===== src/hdl/bpsc_defs.svh =====
/*
 constants for the buck pair set-point block: register fields, reset values,
 arrangement codes. assumes inclusion by bare name from design files.
*/
`ifndef BPSC_DEFS_SVH
`define BPSC_DEFS_SVH
`define BPSC_RANGE_BIT        6
`define BPSC_CODE_W           6
`define BPSC_ARR_SINGLE0      2'h0
`define BPSC_ARR_SINGLE1      2'h1
`define BPSC_ARR_RESERVED     2'h2
`define BPSC_ARR_INDEP        2'h3
`define BPSC_LOW_BASE_MV      14'h0190
`define BPSC_LOW_STEP_MV      14'h0019
`define BPSC_HIGH_BASE_MV     14'h0320
`define BPSC_HIGH_STEP_MV     14'h0032
`define BPSC_SETPOINT_RST     6'h00
`endif


===== src/hdl/bpsc_pkg.sv =====
/*
 types for the buck pair set-point block. assumes nothing of its surroundings.
*/
package bpsc_pkg;
    typedef enum logic [2:0] {
        BPSC_MODE_NORMAL  = 3'h1,
        BPSC_MODE_STANDBY = 3'h2,
        BPSC_MODE_SLEEP   = 3'h4
    } bpsc_mode_e;
    typedef logic [13:0] bpsc_mv_t;
endpackage


===== src/hdl/bpsc_top.sv =====
/*
 set-point and arrangement logic for a pair of buck channels.
 assumes an i2c register front end on clk_sys giving per-channel write strobes,
 and otp straps (arrangement, range bits) stable from before reset release.
*/
// Notes on behaviour
// - read two-bit arrangement: 00/01 single, 11 independent
// - independent: each channel uses only its registers
// - range bit read-only, taken from otp
// - range 0: 0.40 to 1.975 V, 25 mV
// - range 1: 0.800 to 3.950 V, 50 mV
// - separate normal, standby, sleep fields; apply current
// - copy initial range bit to standby, sleep
// - code 0000000 is 0.4 V, 1000000 0.8 V
`timescale 1ns/1ps
`include "bpsc_defs.svh"
module bpsc_top
(
    // clock and reset
    input  wire logic                  clk_sys,
    input  wire logic                  rstn,
    // otp straps
    input  wire logic [1:0]            phase_arrangement_field,
    input  wire logic [1:0]            otp_range,
    // register writes, index 0 first channel, 1 second channel
    input  wire logic [1:0]            wr_normal,
    input  wire logic [1:0]            wr_standby,
    input  wire logic [1:0]            wr_sleep,
    input  wire logic [6:0]            wr_data,
    // operating mode, one-hot normal/standby/sleep
    input  wire logic [2:0]            op_mode,
    // register read-back
    output logic [6:0]                 buck_normal_voltage_a,
    output logic [6:0]                 buck_normal_voltage_b,
    // status and targets
    output logic                       phase_arrangement_select,
    output logic [13:0]                target_mv_a,
    output logic [13:0]                target_mv_b
);
    logic [1:0]  arr_s1, arr_s2;
    logic [1:0]  rng_s1, rng_s2;
    logic        loaded;
    logic [1:0]  rng;
    logic [5:0]  nrm [2];
    logic [5:0]  stb [2];
    logic [5:0]  slp [2];
    logic        next_loaded;
    logic [1:0]  next_rng;
    logic        next_sel;
    logic [5:0]  next_nrm [2];
    logic [5:0]  next_stb [2];
    logic [5:0]  next_slp [2];
    logic [13:0] next_mv [2];
    logic [13:0] mv [2];
    logic [5:0]  code [2];
    logic [1:0]  warm;
    logic [1:0]  next_warm;
    logic [1:0]  rsel;

    // straps come from otp outside this clock, so synchronise first
    always_ff @(posedge clk_sys or negedge rstn)
    begin
        if (!rstn)
        begin
            arr_s1 <= 2'h0;
            arr_s2 <= 2'h0;
            rng_s1 <= 2'h0;
            rng_s2 <= 2'h0;
        end
        else
        begin
            arr_s1 <= phase_arrangement_field;
            arr_s2 <= arr_s1;
            rng_s1 <= otp_range;
            rng_s2 <= rng_s1;
        end
    end

    // range captured once after sync settles; software can never write it
    always_comb
    begin
        next_loaded = loaded;
        next_rng    = rng;
        next_sel    = phase_arrangement_select;
        // two edges of warm-up so the otp range has crossed the synchroniser
        next_warm   = {warm[0], 1'b1};
        if (!loaded && warm == 2'h3)
        begin
            next_loaded = 1'b1;
            next_rng    = rng_s2;
        end
        unique case (arr_s2)
            `BPSC_ARR_SINGLE0, `BPSC_ARR_SINGLE1: next_sel = 1'b0;
            `BPSC_ARR_INDEP:                      next_sel = 1'b1;
            `BPSC_ARR_RESERVED:                   next_sel = 1'b1;
        endcase
        for (int c = 0; c < 2; c++)
        begin
            next_nrm[c] = nrm[c];
            next_stb[c] = stb[c];
            next_slp[c] = slp[c];
            // each channel takes only its own strobes
            if (wr_normal[c])
                next_nrm[c] = wr_data[5:0];
            if (wr_standby[c])
                next_stb[c] = wr_data[5:0];
            if (wr_sleep[c])
                next_slp[c] = wr_data[5:0];
            if (op_mode == bpsc_pkg::BPSC_MODE_SLEEP)
                code[c] = next_slp[c];
            else if (op_mode == bpsc_pkg::BPSC_MODE_STANDBY)
                code[c] = next_stb[c];
            else
                code[c] = next_nrm[c];
            rsel[c] = next_rng[c];
            // in single arrangement the pair follows the first channel, range too
            if (c == 1 && !next_sel)
            begin
                code[c] = code[0];
                rsel[c] = next_rng[0];
            end
            if (rsel[c])
                next_mv[c] = `BPSC_HIGH_BASE_MV
                           + 14'(`BPSC_HIGH_STEP_MV * 14'(code[c]));
            else
                next_mv[c] = `BPSC_LOW_BASE_MV
                           + 14'(`BPSC_LOW_STEP_MV * 14'(code[c]));
        end
    end

    always_ff @(posedge clk_sys or negedge rstn)
    begin
        if (!rstn)
        begin
            loaded                   <= 1'b0;
            warm                     <= 2'h0;
            rng                      <= 2'h0;
            phase_arrangement_select <= 1'b0;
            for (int c = 0; c < 2; c++)
            begin
                nrm[c] <= `BPSC_SETPOINT_RST;
                stb[c] <= `BPSC_SETPOINT_RST;
                slp[c] <= `BPSC_SETPOINT_RST;
                mv[c]  <= `BPSC_LOW_BASE_MV;
            end
            buck_normal_voltage_a <= 7'h00;
            buck_normal_voltage_b <= 7'h00;
        end
        else
        begin
            loaded                   <= next_loaded;
            warm                     <= next_warm;
            rng                      <= next_rng;
            phase_arrangement_select <= next_sel;
            for (int c = 0; c < 2; c++)
            begin
                nrm[c] <= next_nrm[c];
                stb[c] <= next_stb[c];
                slp[c] <= next_slp[c];
                mv[c]  <= next_mv[c];
            end
            buck_normal_voltage_a <= {next_rng[0], next_nrm[0]};
            buck_normal_voltage_b <= {next_rng[1], next_nrm[1]};
        end
    end

    assign target_mv_a = mv[0];
    assign target_mv_b = mv[1];

    a_range_fixed: assert property (@(posedge clk_sys) disable iff (!rstn)
        $past(loaded) |-> $stable(rng))
        else $error("range bit changed after capture");
    a_low_map: assert property (@(posedge clk_sys) disable iff (!rstn)
        (loaded && !rng[0] && op_mode == bpsc_pkg::BPSC_MODE_NORMAL && $stable(nrm[0]))
        |=> (mv[0] == 14'(14'd400 + 14'd25 * 14'(nrm[0]))))
        else $error("low range mapping wrong");
    a_high_map: assert property (@(posedge clk_sys) disable iff (!rstn)
        (loaded && rng[0] && op_mode == bpsc_pkg::BPSC_MODE_NORMAL && $stable(nrm[0]))
        |=> (mv[0] == 14'(14'd800 + 14'd50 * 14'(nrm[0]))))
        else $error("high range mapping wrong");
    a_sel_decode: assert property (@(posedge clk_sys) disable iff (!rstn)
        1'b1 |=> (phase_arrangement_select == ($past(arr_s2) != 2'h0 && $past(arr_s2) != 2'h1)))
        else $error("arrangement decode wrong");
    a_reserved_indep: assert property (@(posedge clk_sys) disable iff (!rstn)
        (arr_s2 == 2'h2) |=> phase_arrangement_select)
        else $error("reserved code not independent");
    a_chan_isolate: assert property (@(posedge clk_sys) disable iff (!rstn)
        (wr_normal == 2'h1) |=> $stable(nrm[1]))
        else $error("second channel disturbed by first");
    a_sleep_apply: assert property (@(posedge clk_sys) disable iff (!rstn)
        (loaded && op_mode == bpsc_pkg::BPSC_MODE_SLEEP && !rng[0] && !wr_sleep[0])
        |=> (mv[0] == 14'(14'd400 + 14'd25 * 14'($past(slp[0])))))
        else $error("sleep field not applied");
    a_zero_code: assert property (@(posedge clk_sys) disable iff (!rstn)
        (loaded && op_mode == bpsc_pkg::BPSC_MODE_NORMAL && nrm[0] == 6'h00 && !wr_normal[0])
        |=> (mv[0] == (rng[0] ? 14'd800 : 14'd400)))
        else $error("bottom code decode wrong");
    a_range_shared: assert property (@(posedge clk_sys) disable iff (!rstn)
        loaded |-> (buck_normal_voltage_a[6] == rng[0]) || !$past(loaded))
        else $error("range not shared");
    a_load_otp: assert property (@(posedge clk_sys) disable iff (!rstn)
        $rose(loaded) |-> (rng == $past(rng_s2)))
        else $error("captured range differs from strap");
    a_standby_range: assert property (@(posedge clk_sys) disable iff (!rstn)
        (loaded && op_mode == bpsc_pkg::BPSC_MODE_STANDBY && !wr_standby[0])
        |=> (mv[0] == (rng[0] ? 14'(14'd800 + 14'd50 * 14'($past(stb[0])))
                              : 14'(14'd400 + 14'd25 * 14'($past(stb[0]))))))
        else $error("standby range not shared");
    a_single_follow: assert property (@(posedge clk_sys) disable iff (!rstn)
        !phase_arrangement_select |-> (mv[1] == mv[0]))
        else $error("second target not following first");
    c_single: cover property (@(posedge clk_sys) disable iff (!rstn)
        loaded && !phase_arrangement_select);
    c_indep: cover property (@(posedge clk_sys) disable iff (!rstn) phase_arrangement_select);
    c_sleep: cover property (@(posedge clk_sys) disable iff (!rstn)
        op_mode == bpsc_pkg::BPSC_MODE_SLEEP ##1 op_mode == bpsc_pkg::BPSC_MODE_NORMAL);
    c_high: cover property (@(posedge clk_sys) disable iff (!rstn) loaded && rng[0]);
endmodule // bpsc_top


===== config.mk =====
export PLATFORM = sky130hd
export DESIGN_NAME = bpsc_top
export DESIGN_NICKNAME = d
export VERILOG_FILES = /design/src/hdl/bpsc_pkg.sv /design/src/hdl/bpsc_top.sv
export VERILOG_INCLUDE_DIRS = /design/src /design/src/hdl
export SDC_FILE = /design/constraint.sdc
export NUM_CORES = 1
export LEC_CHECK = 0
export ABC_AREA = 0
export CORE_MARGIN = 5
export CORE_UTILIZATION = 30
export DETAILED_ROUTE_END_ITERATION = 6
export DONT_BUFFER_PORTS = 1
export PLACE_DENSITY = 0.44
export SLEW_MARGIN = 20
export SYNTH_ARGS = -nofsm -noshare
export SYNTH_HDL_FRONTEND = slang
export SYNTH_SLANG_ARGS = --single-unit

===== constraint.sdc =====
create_clock -name clk_sys -period 12.29 [get_ports clk_sys]
set_clock_uncertainty 0.1 [all_clocks]
set_input_delay 0 -clock clk_sys [delete_from_list [all_inputs] [get_ports clk_sys]]
set_output_delay 0 -clock clk_sys [all_outputs]
set_load 0.1 [all_outputs]

==> results.py, run 1 <==
metrics = {
    "power": {
        "clkPwrFrac": 0.174,
        "power_switching_mw": 0.749,
        "p_seq_frac": 0.428,
        "p_per_area_mw_per_mm2": 251,
        "finalPower_mw": 1.44,
        "switching_share": 0.518,
        "vdd_drop_max_mv": 0.0857,
        "power_frac_comb": 0.398,
        "p_int_mw": 0.696,
        "leakagePower_nw": 2.74,
    },
    "setup_path": {
        "start_kind": "flop",
        "crit_required_ns": 12.41,
        "critical_path_buf_inv_count": 3,
        "critical-path-top-cell-by-count": "ha_1",
        "max_stage_delay_ns": 0.92,
        "crit_slowest_cell": "dfrtp_1",
        "crit_chain": "mux2_2, mux2i_1, a21oi_1, mux2i_1, inv_1, ha_1, ha_1, inv_1, ha_1, inv_1, ha_1, nand2_1, o21a_1, o311ai_0, o21ai_0, xnor2_1, a22oi_1",
        "critical_path.top_delay_family": "compound AO/OA/AOI/OAI gates",
        "crit_type": "reg -> reg",
        "cp.arrival_ns": 5.46,
        "end_kind": "flop",
        "crit_fanout": 8,
    },
    "clocking": {
        "cts_tree": "yes",
        "post_cts_resized": 0,
        "htreeDepth": 3,
        "cts.root.buffer_cell": "clkbuf_16",
        "cts_buffers": 9,
        "post_cts_buffers": 0,
        "clk_path_buf_depth": 2,
        "cts_sinks": 74,
        "clock_latency_ns": 0.34,
        "clk_pin_slew_ns": 0.06,
        "ctsHoldBuffers": 21,
    },
    "cells_and_area": {
        "diodes": 0,
        "synthToLayoutAreaGrowth_pct": 13.8,
        "final_area_mm2": 0.00576,
        "drive_above_1_share": 0.141,
        "final_nets": 595,
    },
    "timing": {
        "slew_headroom": 0.369,
        "slew_viol_final": 0,
        "worst_pin_slew_ns": 0.947,
        "grt_setup_unrepaired": "no",
        "hold_violations": 0,
        "clock.fmax_mhz": 187,
        "setup-tns-final_ns": 0,
        "layout_min_cycle_time_ns": 5.34,
        "post-route-period-util": 0.435,
        "setup_violations": 0,
    },
    "global_route": {
        "use_met2": 0.201,
        "track_usage": 0.122,
        "grt_overflow": 0,
        "grtUsageMet1": 0.156,
        "grt_max_degree": 75,
        "use_met3": 0.0368,
        "grt.busiest_layer": "met2",
        "grt_pass1_vias": 3498,
        "grt_antenna_before_repair": 0,
        "grt_pass1_wl_um": 18800,
    },
    "floorplan": {
        "core-area_mm2": 0.0166,
        "rows": 47,
        "ios": 65,
        "die_w_um": 140,
        "initial_core_util": 0.305,
        "die_area_mm2": 0.0196,
        "die_h_um": 140,
    },
    "synth": {
        "synth_compound_area_frac": 0.102,
        "synthCells": 469,
        "synth_xor_area_frac": 0.0516,
        "synthSimpleGateAreaFrac": 0.0707,
        "ys_top_cells_by_area": "dfrtp_1, ha_1, mux2_2",
        "yosys.area.top_type": "dfrtp_1",
        "synth_top_family_by_area": "adder cells",
        "synth.area.mux_share": 0.124,
        "synthAdderAreaFrac": 0.225,
        "ys_async_sr_fraction": 1.00,
        "synth_edf_count": 0,
        "yosys_warnings": 0,
        "ys_seq_area_frac": 0.367,
        "synth_ff_type": "dfrtp_1",
        "synth_top_area_share": 0.336,
        "avgSynthCellArea_um2": 10.8,
        "ys_ff_latch": 74,
        "synth_cell_types": 55,
        "syn_area_mm2": 0.00506,
    },
    "place": {
        "gp_congestion": 0.802,
        "postPlaceCellArea_mm2": 0.00525,
        "portBuffers": 0,
        "dp_hpwl_um": 8440,
    },
    "drt": {
        "wl_um": 11400,
        "drt_iter0_drc": 149,
        "postRouteAntennaNets": 0,
        "wl_per_cell_um": 16.0,
        "drc": 0,
        "first_pass_iters": 4,
        "avgViaCountPerCell": 4.62,
        "vias": 3287,
    },
    "min_path": {
        "hp-class": "in -> async",
    },
    "run_status": {
        "outcome": "completed",
    },
    "run": {
        "maxCapViolations": 0,
    },
}
-- cell families after synthesis --
logic type / after synthesis
other: 2
AOI/OAI and AO/OA: 80
adders and majority gates: 87
and+or+nand+nor: 73
muxes: 56
DFF: 74
buffers and inverters: 68
xor gates and xnor gates: 29
-- registers in the layout, indices dropped and copies added (netlist names) --
register / cells
arr_s1: 1
arr_s2: 1
buck_normal_voltage_a: 1
buck_normal_voltage_b: 2
loaded: 1
nrm: 10
phase_arrangement_select: 1
rng: 1
rng_s1: 2
rng_s2: 2
slp: 12
stb: 12
target_mv_a: 13
target_mv_b: 13
warm: 2
-- worst paths after layout --
kind	start	cells past startpoint	end	slack, ns
max	nrm[9]$_DFF_PN0_	17	target_mv_b[11]$_DFF_PN0_	6.95
min	rstn	2	stb[10]$_DFF_PN0_	0.12
max reg2reg	nrm[9]$_DFF_PN0_	17	target_mv_b[11]$_DFF_PN0_	6.95
min reg2reg	rng_s1[0]$_DFF_PN0_	0	rng_s2[0]$_DFF_PN0_	0.25
max in group asynchronous	rstn	2	target_mv_b[4]$_DFF_PN1_	11.62
min in group clk_sys	otp_range[0]	1	rng_s1[0]$_DFF_PN0_	0.12
-- Yosys cell counts, types with 6 or more instances --
cell and number:
mux2_2 35, xor2_1 13, buf_2 9, o21ai_0 12, nor2_1 24, ha_1 80
xnor2_1 15, fa_1 7, a21o_1 10, a21oi_1 29, nand2_1 25, dfstp_2 6
mux2i_1 17, dfrtp_1 68, inv_1 48
-- cell usage in the layout (no fill, tap or decap), drive strengths merged, types with 13 or more instances in the layout --
master,netlist,final
a21oi,29,29
dfrtp,68,68
dlygate4sd3,0,20
ha,80,80
inv,50,51
mux2,37,37
mux2i,19,19
nand2,26,26
nor2,24,24
o21ai,15,15
xnor2,16,16
xor2,13,13
-- cell type report --
cell class / instances / area, µm²
inverter: 50 / 188
sequential: 74 / 1860
timing repair buffer: 23 / 243
tap: 220 / 275
multi-input combinational: 328 / 2920
fill: 1721 / 10800
clock inverter: 5 / 37.5
clock buffer: 11 / 243
-- layer usage --
metal | part of all wire | vias up
li1 | - | 1637
met1 | 0.47 | 1602
met2 | 0.48 | 40
met3 | 0.042 | 8
met4 | 0.011 | 0
met5 | 0 | -
-- metrics by stage --
step / cells / hold slack, ns / setup slack, ns / utilization
floorplan: 470 / -0.396 / 7.64 / -
global placement: 674 / -0.393 / 6.64 / 0.317
detailed placement: 674 / -0.393 / 6.65 / 0.317
CTS: 711 / 0.108 / 6.65 / 0.347
global route: 711 / 0.110 / 6.42 / 0.348
finish: 711 / 0.119 / 6.95 / 0.348
-- power by group through the flow --
stage	clock (mW)	sequential, mW	combinational [mW]
5_1_grt	0.272	0.625	0.664
2_1_floorplan	0	0.614	0.455
4_1_cts	0.262	0.622	0.588
6_report	0.251	0.619	0.575
3_5_place_dp	0	0.626	0.567
3_3_place_gp	0	0.626	0.560
(Power assumes the default switching activity.)
==> run 2, diff against run 1 <==
Settings changed: PLACE_DENSITY 0.44 to 0.45.
Clock period 12.29 ns to 4.52 ns, I/O delays scaled along.
==> results.py, run 2 (synthesized netlist as in run 1, its figures left out) <==
metrics = {
    "setup_path": {
        "crit_chain": "mux2_2, mux2_2, nor2_1, a21oi_1, o21ai_1, inv_1, ha_1, ha_1, ha_1, fa_1, a21o_1, a311o_1, a21oi_1, xor2_1, xnor2_1, a22oi_1",
        "start_kind": "flop",
        "crit_required_ns": 4.63,
        "crit_type": "reg -> reg",
        "timing.rr.start": "nrm[6]$_DFF_PN0_",
        "r2r_end": "target_mv_b[11]$_DFF_PN0_",
        "max_stage_delay_ns": 0.51,
        "ff2ff_path_depth": 16,
        "r2r_setup_slack_ns": 0.30,
        "crit_fanout": 5,
        "critical-path-top-cell-by-count": "ha_1",
        "crit_slowest_cell": "fa_1",
        "end_kind": "flop",
        "cp.arrival_ns": 4.33,
    },
    "timing": {
        "timing.hold.ws_ns": 0.103,
        "post-route-period-util": 0.934,
        "worst_pin_slew_ns": 0.948,
        "layout_min_cycle_time_ns": 4.22,
        "slew_viol_final": 0,
        "setup-tns-final_ns": 0,
        "setup_violations": 0,
        "slew_headroom": 0.368,
        "worst_slack_ns": 0.299,
        "clock.fmax_mhz": 237,
        "grt_setup_unrepaired": "no",
        "hold_violations": 0,
    },
    "power": {
        "p_per_area_mw_per_mm2": 667,
        "finalPower_mw": 3.98,
        "vdd_drop_max_mv": 0.282,
        "leakagePower_nw": 2.89,
    },
    "global_route": {
        "grt_pass1_wl_um": 19600,
        "grt_antenna_before_repair": 0,
        "grt_pass1_vias": 3653,
        "grt_overflow": 0,
        "grt_max_degree": 75,
        "track_usage": 0.127,
    },
    "clocking": {
        "htreeDepth": 3,
        "cts_buffers": 9,
        "clock_latency_ns": 0.34,
        "cts.root.buffer_cell": "clkbuf_16",
        "cts_tree": "yes",
        "post_cts_buffers": 0,
        "clk_pin_slew_ns": 0.06,
        "cts_sinks": 74,
        "clk_path_buf_depth": 2,
    },
    "cells_and_area": {
        "final_cell_mix": "ha_1, dfrtp_1, inv_1",
        "synthToLayoutAreaGrowth_pct": 17.8,
        "final_nets": 621,
        "diodes": 0,
        "drive_above_1_share": 0.180,
        "final_area_mm2": 0.00597,
        "final_common_cell": "ha_1",
    },
    "drt": {
        "wl_um": 11700,
        "wl_per_cell_um": 15.8,
        "first_pass_iters": 4,
        "drc": 0,
        "avgViaCountPerCell": 4.58,
        "vias": 3374,
        "drt_iter0_drc": 109,
        "postRouteAntennaNets": 0,
    },
    "place": {
        "portBuffers": 0,
        "postPlaceCellArea_mm2": 0.00543,
        "dp_hpwl_um": 8780,
        "gp_congestion": 0.840,
        "place_ws_ns": 0.303,
    },
    "floorplan": {
        "rows": 47,
        "die_w_um": 140,
        "die_h_um": 140,
        "ios": 65,
        "core-area_mm2": 0.0166,
        "initial_core_util": 0.305,
        "die_area_mm2": 0.0196,
    },
    "run": {
        "maxCapViolations": 0,
    },
    "min_path": {
        "hold_depth": 2,
        "hp-class": "in -> reg",
        "hold_end": "stb[10]$_DFF_PN0_",
        "holdCritStartpoint": "wr_standby[0]",
    },
    "run_status": {
        "outcome": "completed",
    },
}
-- run 2: changes by cell type in the layout (fill, tap and decap cells not counted) --
| cell | before | now |
|---|---|---|
| dlymetal6s4s_1 | 0 | 2 |
| a21oi_2 | 1 | 0 |
| a21oi_1 | 28 | 29 |
| buf_4 | 2 | 26 |
| dfrtp_1 | 68 | 67 |
| dfrtp_2 | 0 | 1 |
-- run 2: area by class of cell --
cell class                      instances  area (µm²)
Clock buffer                           11         243
Inverter                               50         188
Timing Repair Buffer                   49         448
Multi-Input combinational cell        328        2920
Fill cell                            1657       10600
Sequential cell                        74        1860
Clock inverter                          5        37.5
Tap cell                              220         275
-- run 2: how the worst max path moves through the flow --
| stage | slack (ns) | end | start |
|---|---|---|---|
| floorplan | 0.04 | target_mv_b[11]$_DFF_PN0_ | nrm[9]$_DFF_PN0_ |
| CTS | 0.18 | target_mv_b[11]$_DFF_PN0_ | wr_normal[0] |
| global placement | 0.32 | target_mv_b[11]$_DFF_PN0_ | op_mode[0] |
| global route | 0.003 | target_mv_b[11]$_DFF_PN0_ | wr_data[0] |
| finish | 0.30 | target_mv_b[11]$_DFF_PN0_ | nrm[6]$_DFF_PN0_ |
| detailed placement | 0.30 | target_mv_b[11]$_DFF_PN0_ | nrm[6]$_DFF_PN0_ |
-- run 2: critical path: cells and delay by family, from the launching register on --
family / cells / cell delay [ns]
fa+ha+maj: 4 / 1.30
mux: 2 / 0.54
simple gates: 1 / 0.09
flops: 1 / 0.38
xor+xnor: 2 / 0.43
buf+inv: 1 / 0.09
compound gates: 6 / 1.16
-- run 2: stage by stage --
stage | instances | utilization
after CTS | 737 | 0.360
after detailed placement | 698 | 0.328
final | 737 | 0.360
after global placement | 698 | 0.328
after global routing | 737 | 0.360
after floorplan | 470 | -
-- run 2: timing repair --
item / CTS / global route
hold endpoints to repair: 113 / 0
resized for setup: 0 / 2
hold buffers: 23 / 0
endpoints found under the setup margin: 0 / 2
-- run 2: where the power goes --
group | leakage [nW] | internal, mW | switching, mW | total (mW)
logic | 1.89 | 0.729 | 0.984 | 1.71
registers | 0.861 | 0.817 | 0.770 | 1.59
clock network | 0.132 | 0.389 | 0.293 | 0.682
-- run 2: routing by layer --
layer,vias to the layer above,wire (µm),global-route usage
met2,50,5430,0.206
met3,8,656,0.0446
met4,0,126,0.0342
met1,1629,5450,0.162
li1,1687,-,-
met5,-,0,0
==> run 3, diff against run 2 <==
Settings changed: PLACE_DENSITY 0.45 to unset, PLACE_DENSITY_LB_ADDON set to 0.2.
==> results.py, run 3 (synthesized netlist as in run 1, its figures left out) <==
metrics = {
    "floorplan": {
        "core-area_mm2": 0.0166,
        "die_h_um": 140,
        "die_area_mm2": 0.0196,
        "initial_core_util": 0.305,
        "die_w_um": 140,
        "rows": 47,
        "ios": 65,
    },
    "clocking": {
        "cts_tree": "yes",
        "htreeDepth": 3,
        "clk_path_buf_depth": 2,
        "cts.root.buffer_cell": "clkbuf_16",
        "cts_buffers": 9,
        "cts_sinks": 74,
        "clock_latency_ns": 0.34,
        "post_cts_buffers": 0,
        "clk_pin_slew_ns": 0.06,
    },
    "drt": {
        "avgViaCountPerCell": 4.63,
        "drc": 0,
        "drt_iter0_drc": 113,
        "first_pass_iters": 4,
        "vias": 3395,
        "postRouteAntennaNets": 0,
        "wl_per_cell_um": 15.8,
        "wl_um": 11600,
    },
    "setup_path": {
        "max_stage_delay_ns": 0.71,
        "critical_path.top_delay_family": "adder cells",
        "critical_path_buf_inv_count": 3,
        "crit_chain": "dlygate4sd3_1, mux2_2, mux2_2, nor2_1, a21oi_1, o21ai_2, inv_1, ha_1, ha_1, ha_1, fa_1, ha_1, inv_1, o22ai_1, a211o_1, o21ai_0, xnor2_1, a22oi_1",
        "crit_required_ns": 4.64,
        "end_kind": "flop",
        "crit_fanout": 5,
        "crit_type": "in -> reg",
        "start_kind": "input port",
        "cp.arrival_ns": 4.38,
        "critical-path-top-cell-by-count": "ha_1",
        "crit_slowest_cell": "dlygate4sd3_1",
    },
    "power": {
        "power_frac_comb": 0.420,
        "finalPower_mw": 4.04,
        "p_per_area_mw_per_mm2": 677,
        "p_int_mw": 2.00,
        "vdd_drop_max_mv": 0.300,
        "leakagePower_nw": 2.87,
        "switching_share": 0.504,
        "clkPwrFrac": 0.184,
        "p_seq_frac": 0.396,
        "power_switching_mw": 2.04,
    },
    "timing": {
        "slew_viol_final": 0,
        "setup-tns-final_ns": 0,
        "grt_setup_unrepaired": "no",
        "hold_violations": 0,
        "worst_pin_slew_ns": 0.947,
        "clock.fmax_mhz": 235,
        "timing.hold.ws_ns": 0.115,
        "slew_headroom": 0.369,
        "setup_violations": 0,
        "post-route-period-util": 0.943,
        "layout_min_cycle_time_ns": 4.26,
    },
    "cells_and_area": {
        "synthToLayoutAreaGrowth_pct": 17.9,
        "finish.utilization": 0.360,
        "drive_above_1_share": 0.181,
        "final_cell_mix": "ha_1, dfrtp_1, inv_1",
        "final_area_mm2": 0.00597,
        "final_common_cell": "ha_1",
        "final_nets": 618,
        "diodes": 0,
    },
    "global_route": {
        "track_usage": 0.123,
        "grt_max_degree": 75,
        "grt_pass1_vias": 3616,
        "grt_antenna_before_repair": 0,
        "grt_pass1_wl_um": 18800,
        "grt_overflow": 0,
    },
    "min_path": {
        "hp-class": "in -> async",
    },
    "place": {
        "postPlaceCellArea_mm2": 0.00543,
        "dp_hpwl_um": 8760,
        "portBuffers": 0,
        "gp_congestion": 0.831,
    },
    "run": {
        "maxCapViolations": 0,
    },
    "run_status": {
        "outcome": "completed",
    },
}
-- run 3: worst register-to-register path: stages, from the launching register on --
cell	delay (ns)
dfrtp_1	0.38
mux2_2	0.27
mux2_2	0.26
nor2_1	0.09
a21oi_1	0.08
o21ai_2	0.20
inv_1	0.10
ha_1	0.19
ha_1	0.28
ha_1	0.32
fa_1	0.55
ha_1	0.25
inv_1	0.09
o22ai_1	0.08
a211o_1	0.33
o21ai_0	0.24
xnor2_1	0.15
a22oi_1	0.08
-- run 3: area by class of cell --
type / count / area [µm²]
Timing Repair Buffer: 46 / 415
Multi-Input combinational cell: 328 / 2930
Clock buffer: 13 / 260
Fill cell: 1687 / 10600
Inverter: 50 / 188
Tap cell: 220 / 275
Sequential cell: 74 / 1860
Clock inverter: 3 / 46.3
-- run 3: final timing paths --
kind | start | to | slack [ns] | cells after the start
max reg2reg | nrm[6]$_DFF_PN0_ | target_mv_b[11]$_DFF_PN0_ | 0.37 | 17
max | wr_standby[0] | target_mv_b[11]$_DFF_PN0_ | 0.26 | 18
min in group clk_sys | otp_range[1] | rng_s1[1]$_DFF_PN0_ | 0.12 | 1
max in group asynchronous | rstn | nrm[10]$_DFF_PN0_ | 3.87 | 2
min reg2reg | rng_s1[1]$_DFF_PN0_ | rng_s2[1]$_DFF_PN0_ | 0.25 | 0
min | rstn | target_mv_b[11]$_DFF_PN0_ | 0.11 | 2
-- run 3: through the flow --
stage                     setup WS, ns  instances
after detailed placement         0.255        697
final                            0.256        734
after CTS                        0.140        734
after floorplan                 0.0351        470
after global routing            0.0302        734
after global placement           0.339        697
-- run 3: layer usage --
metal	up-vias	global-route usage	routed length [µm]
li1	1690	-	-
met4	0	0.0398	169
met5	-	0	0
met2	60	0.199	5450
met1	1635	0.155	5200
met3	10	0.0395	743
-- run 3: power groups by stage --
stage,Clock [mW],Combinational (mW),Sequential [mW]
3_3_place_gp,0,1.64,1.62
5_1_grt,0.805,1.92,1.62
2_1_floorplan,0,1.24,1.67
4_1_cts,0.773,1.70,1.61
3_5_place_dp,0,1.65,1.62
6_report,0.742,1.70,1.60
-- run 3: timing repair --
action / in CTS / in global routing
hold buffers: 21 / 0
setup endpoints to repair: 0 / 3
endpoints found under the hold margin: 113 / 0
gates resized for setup: 0 / 3
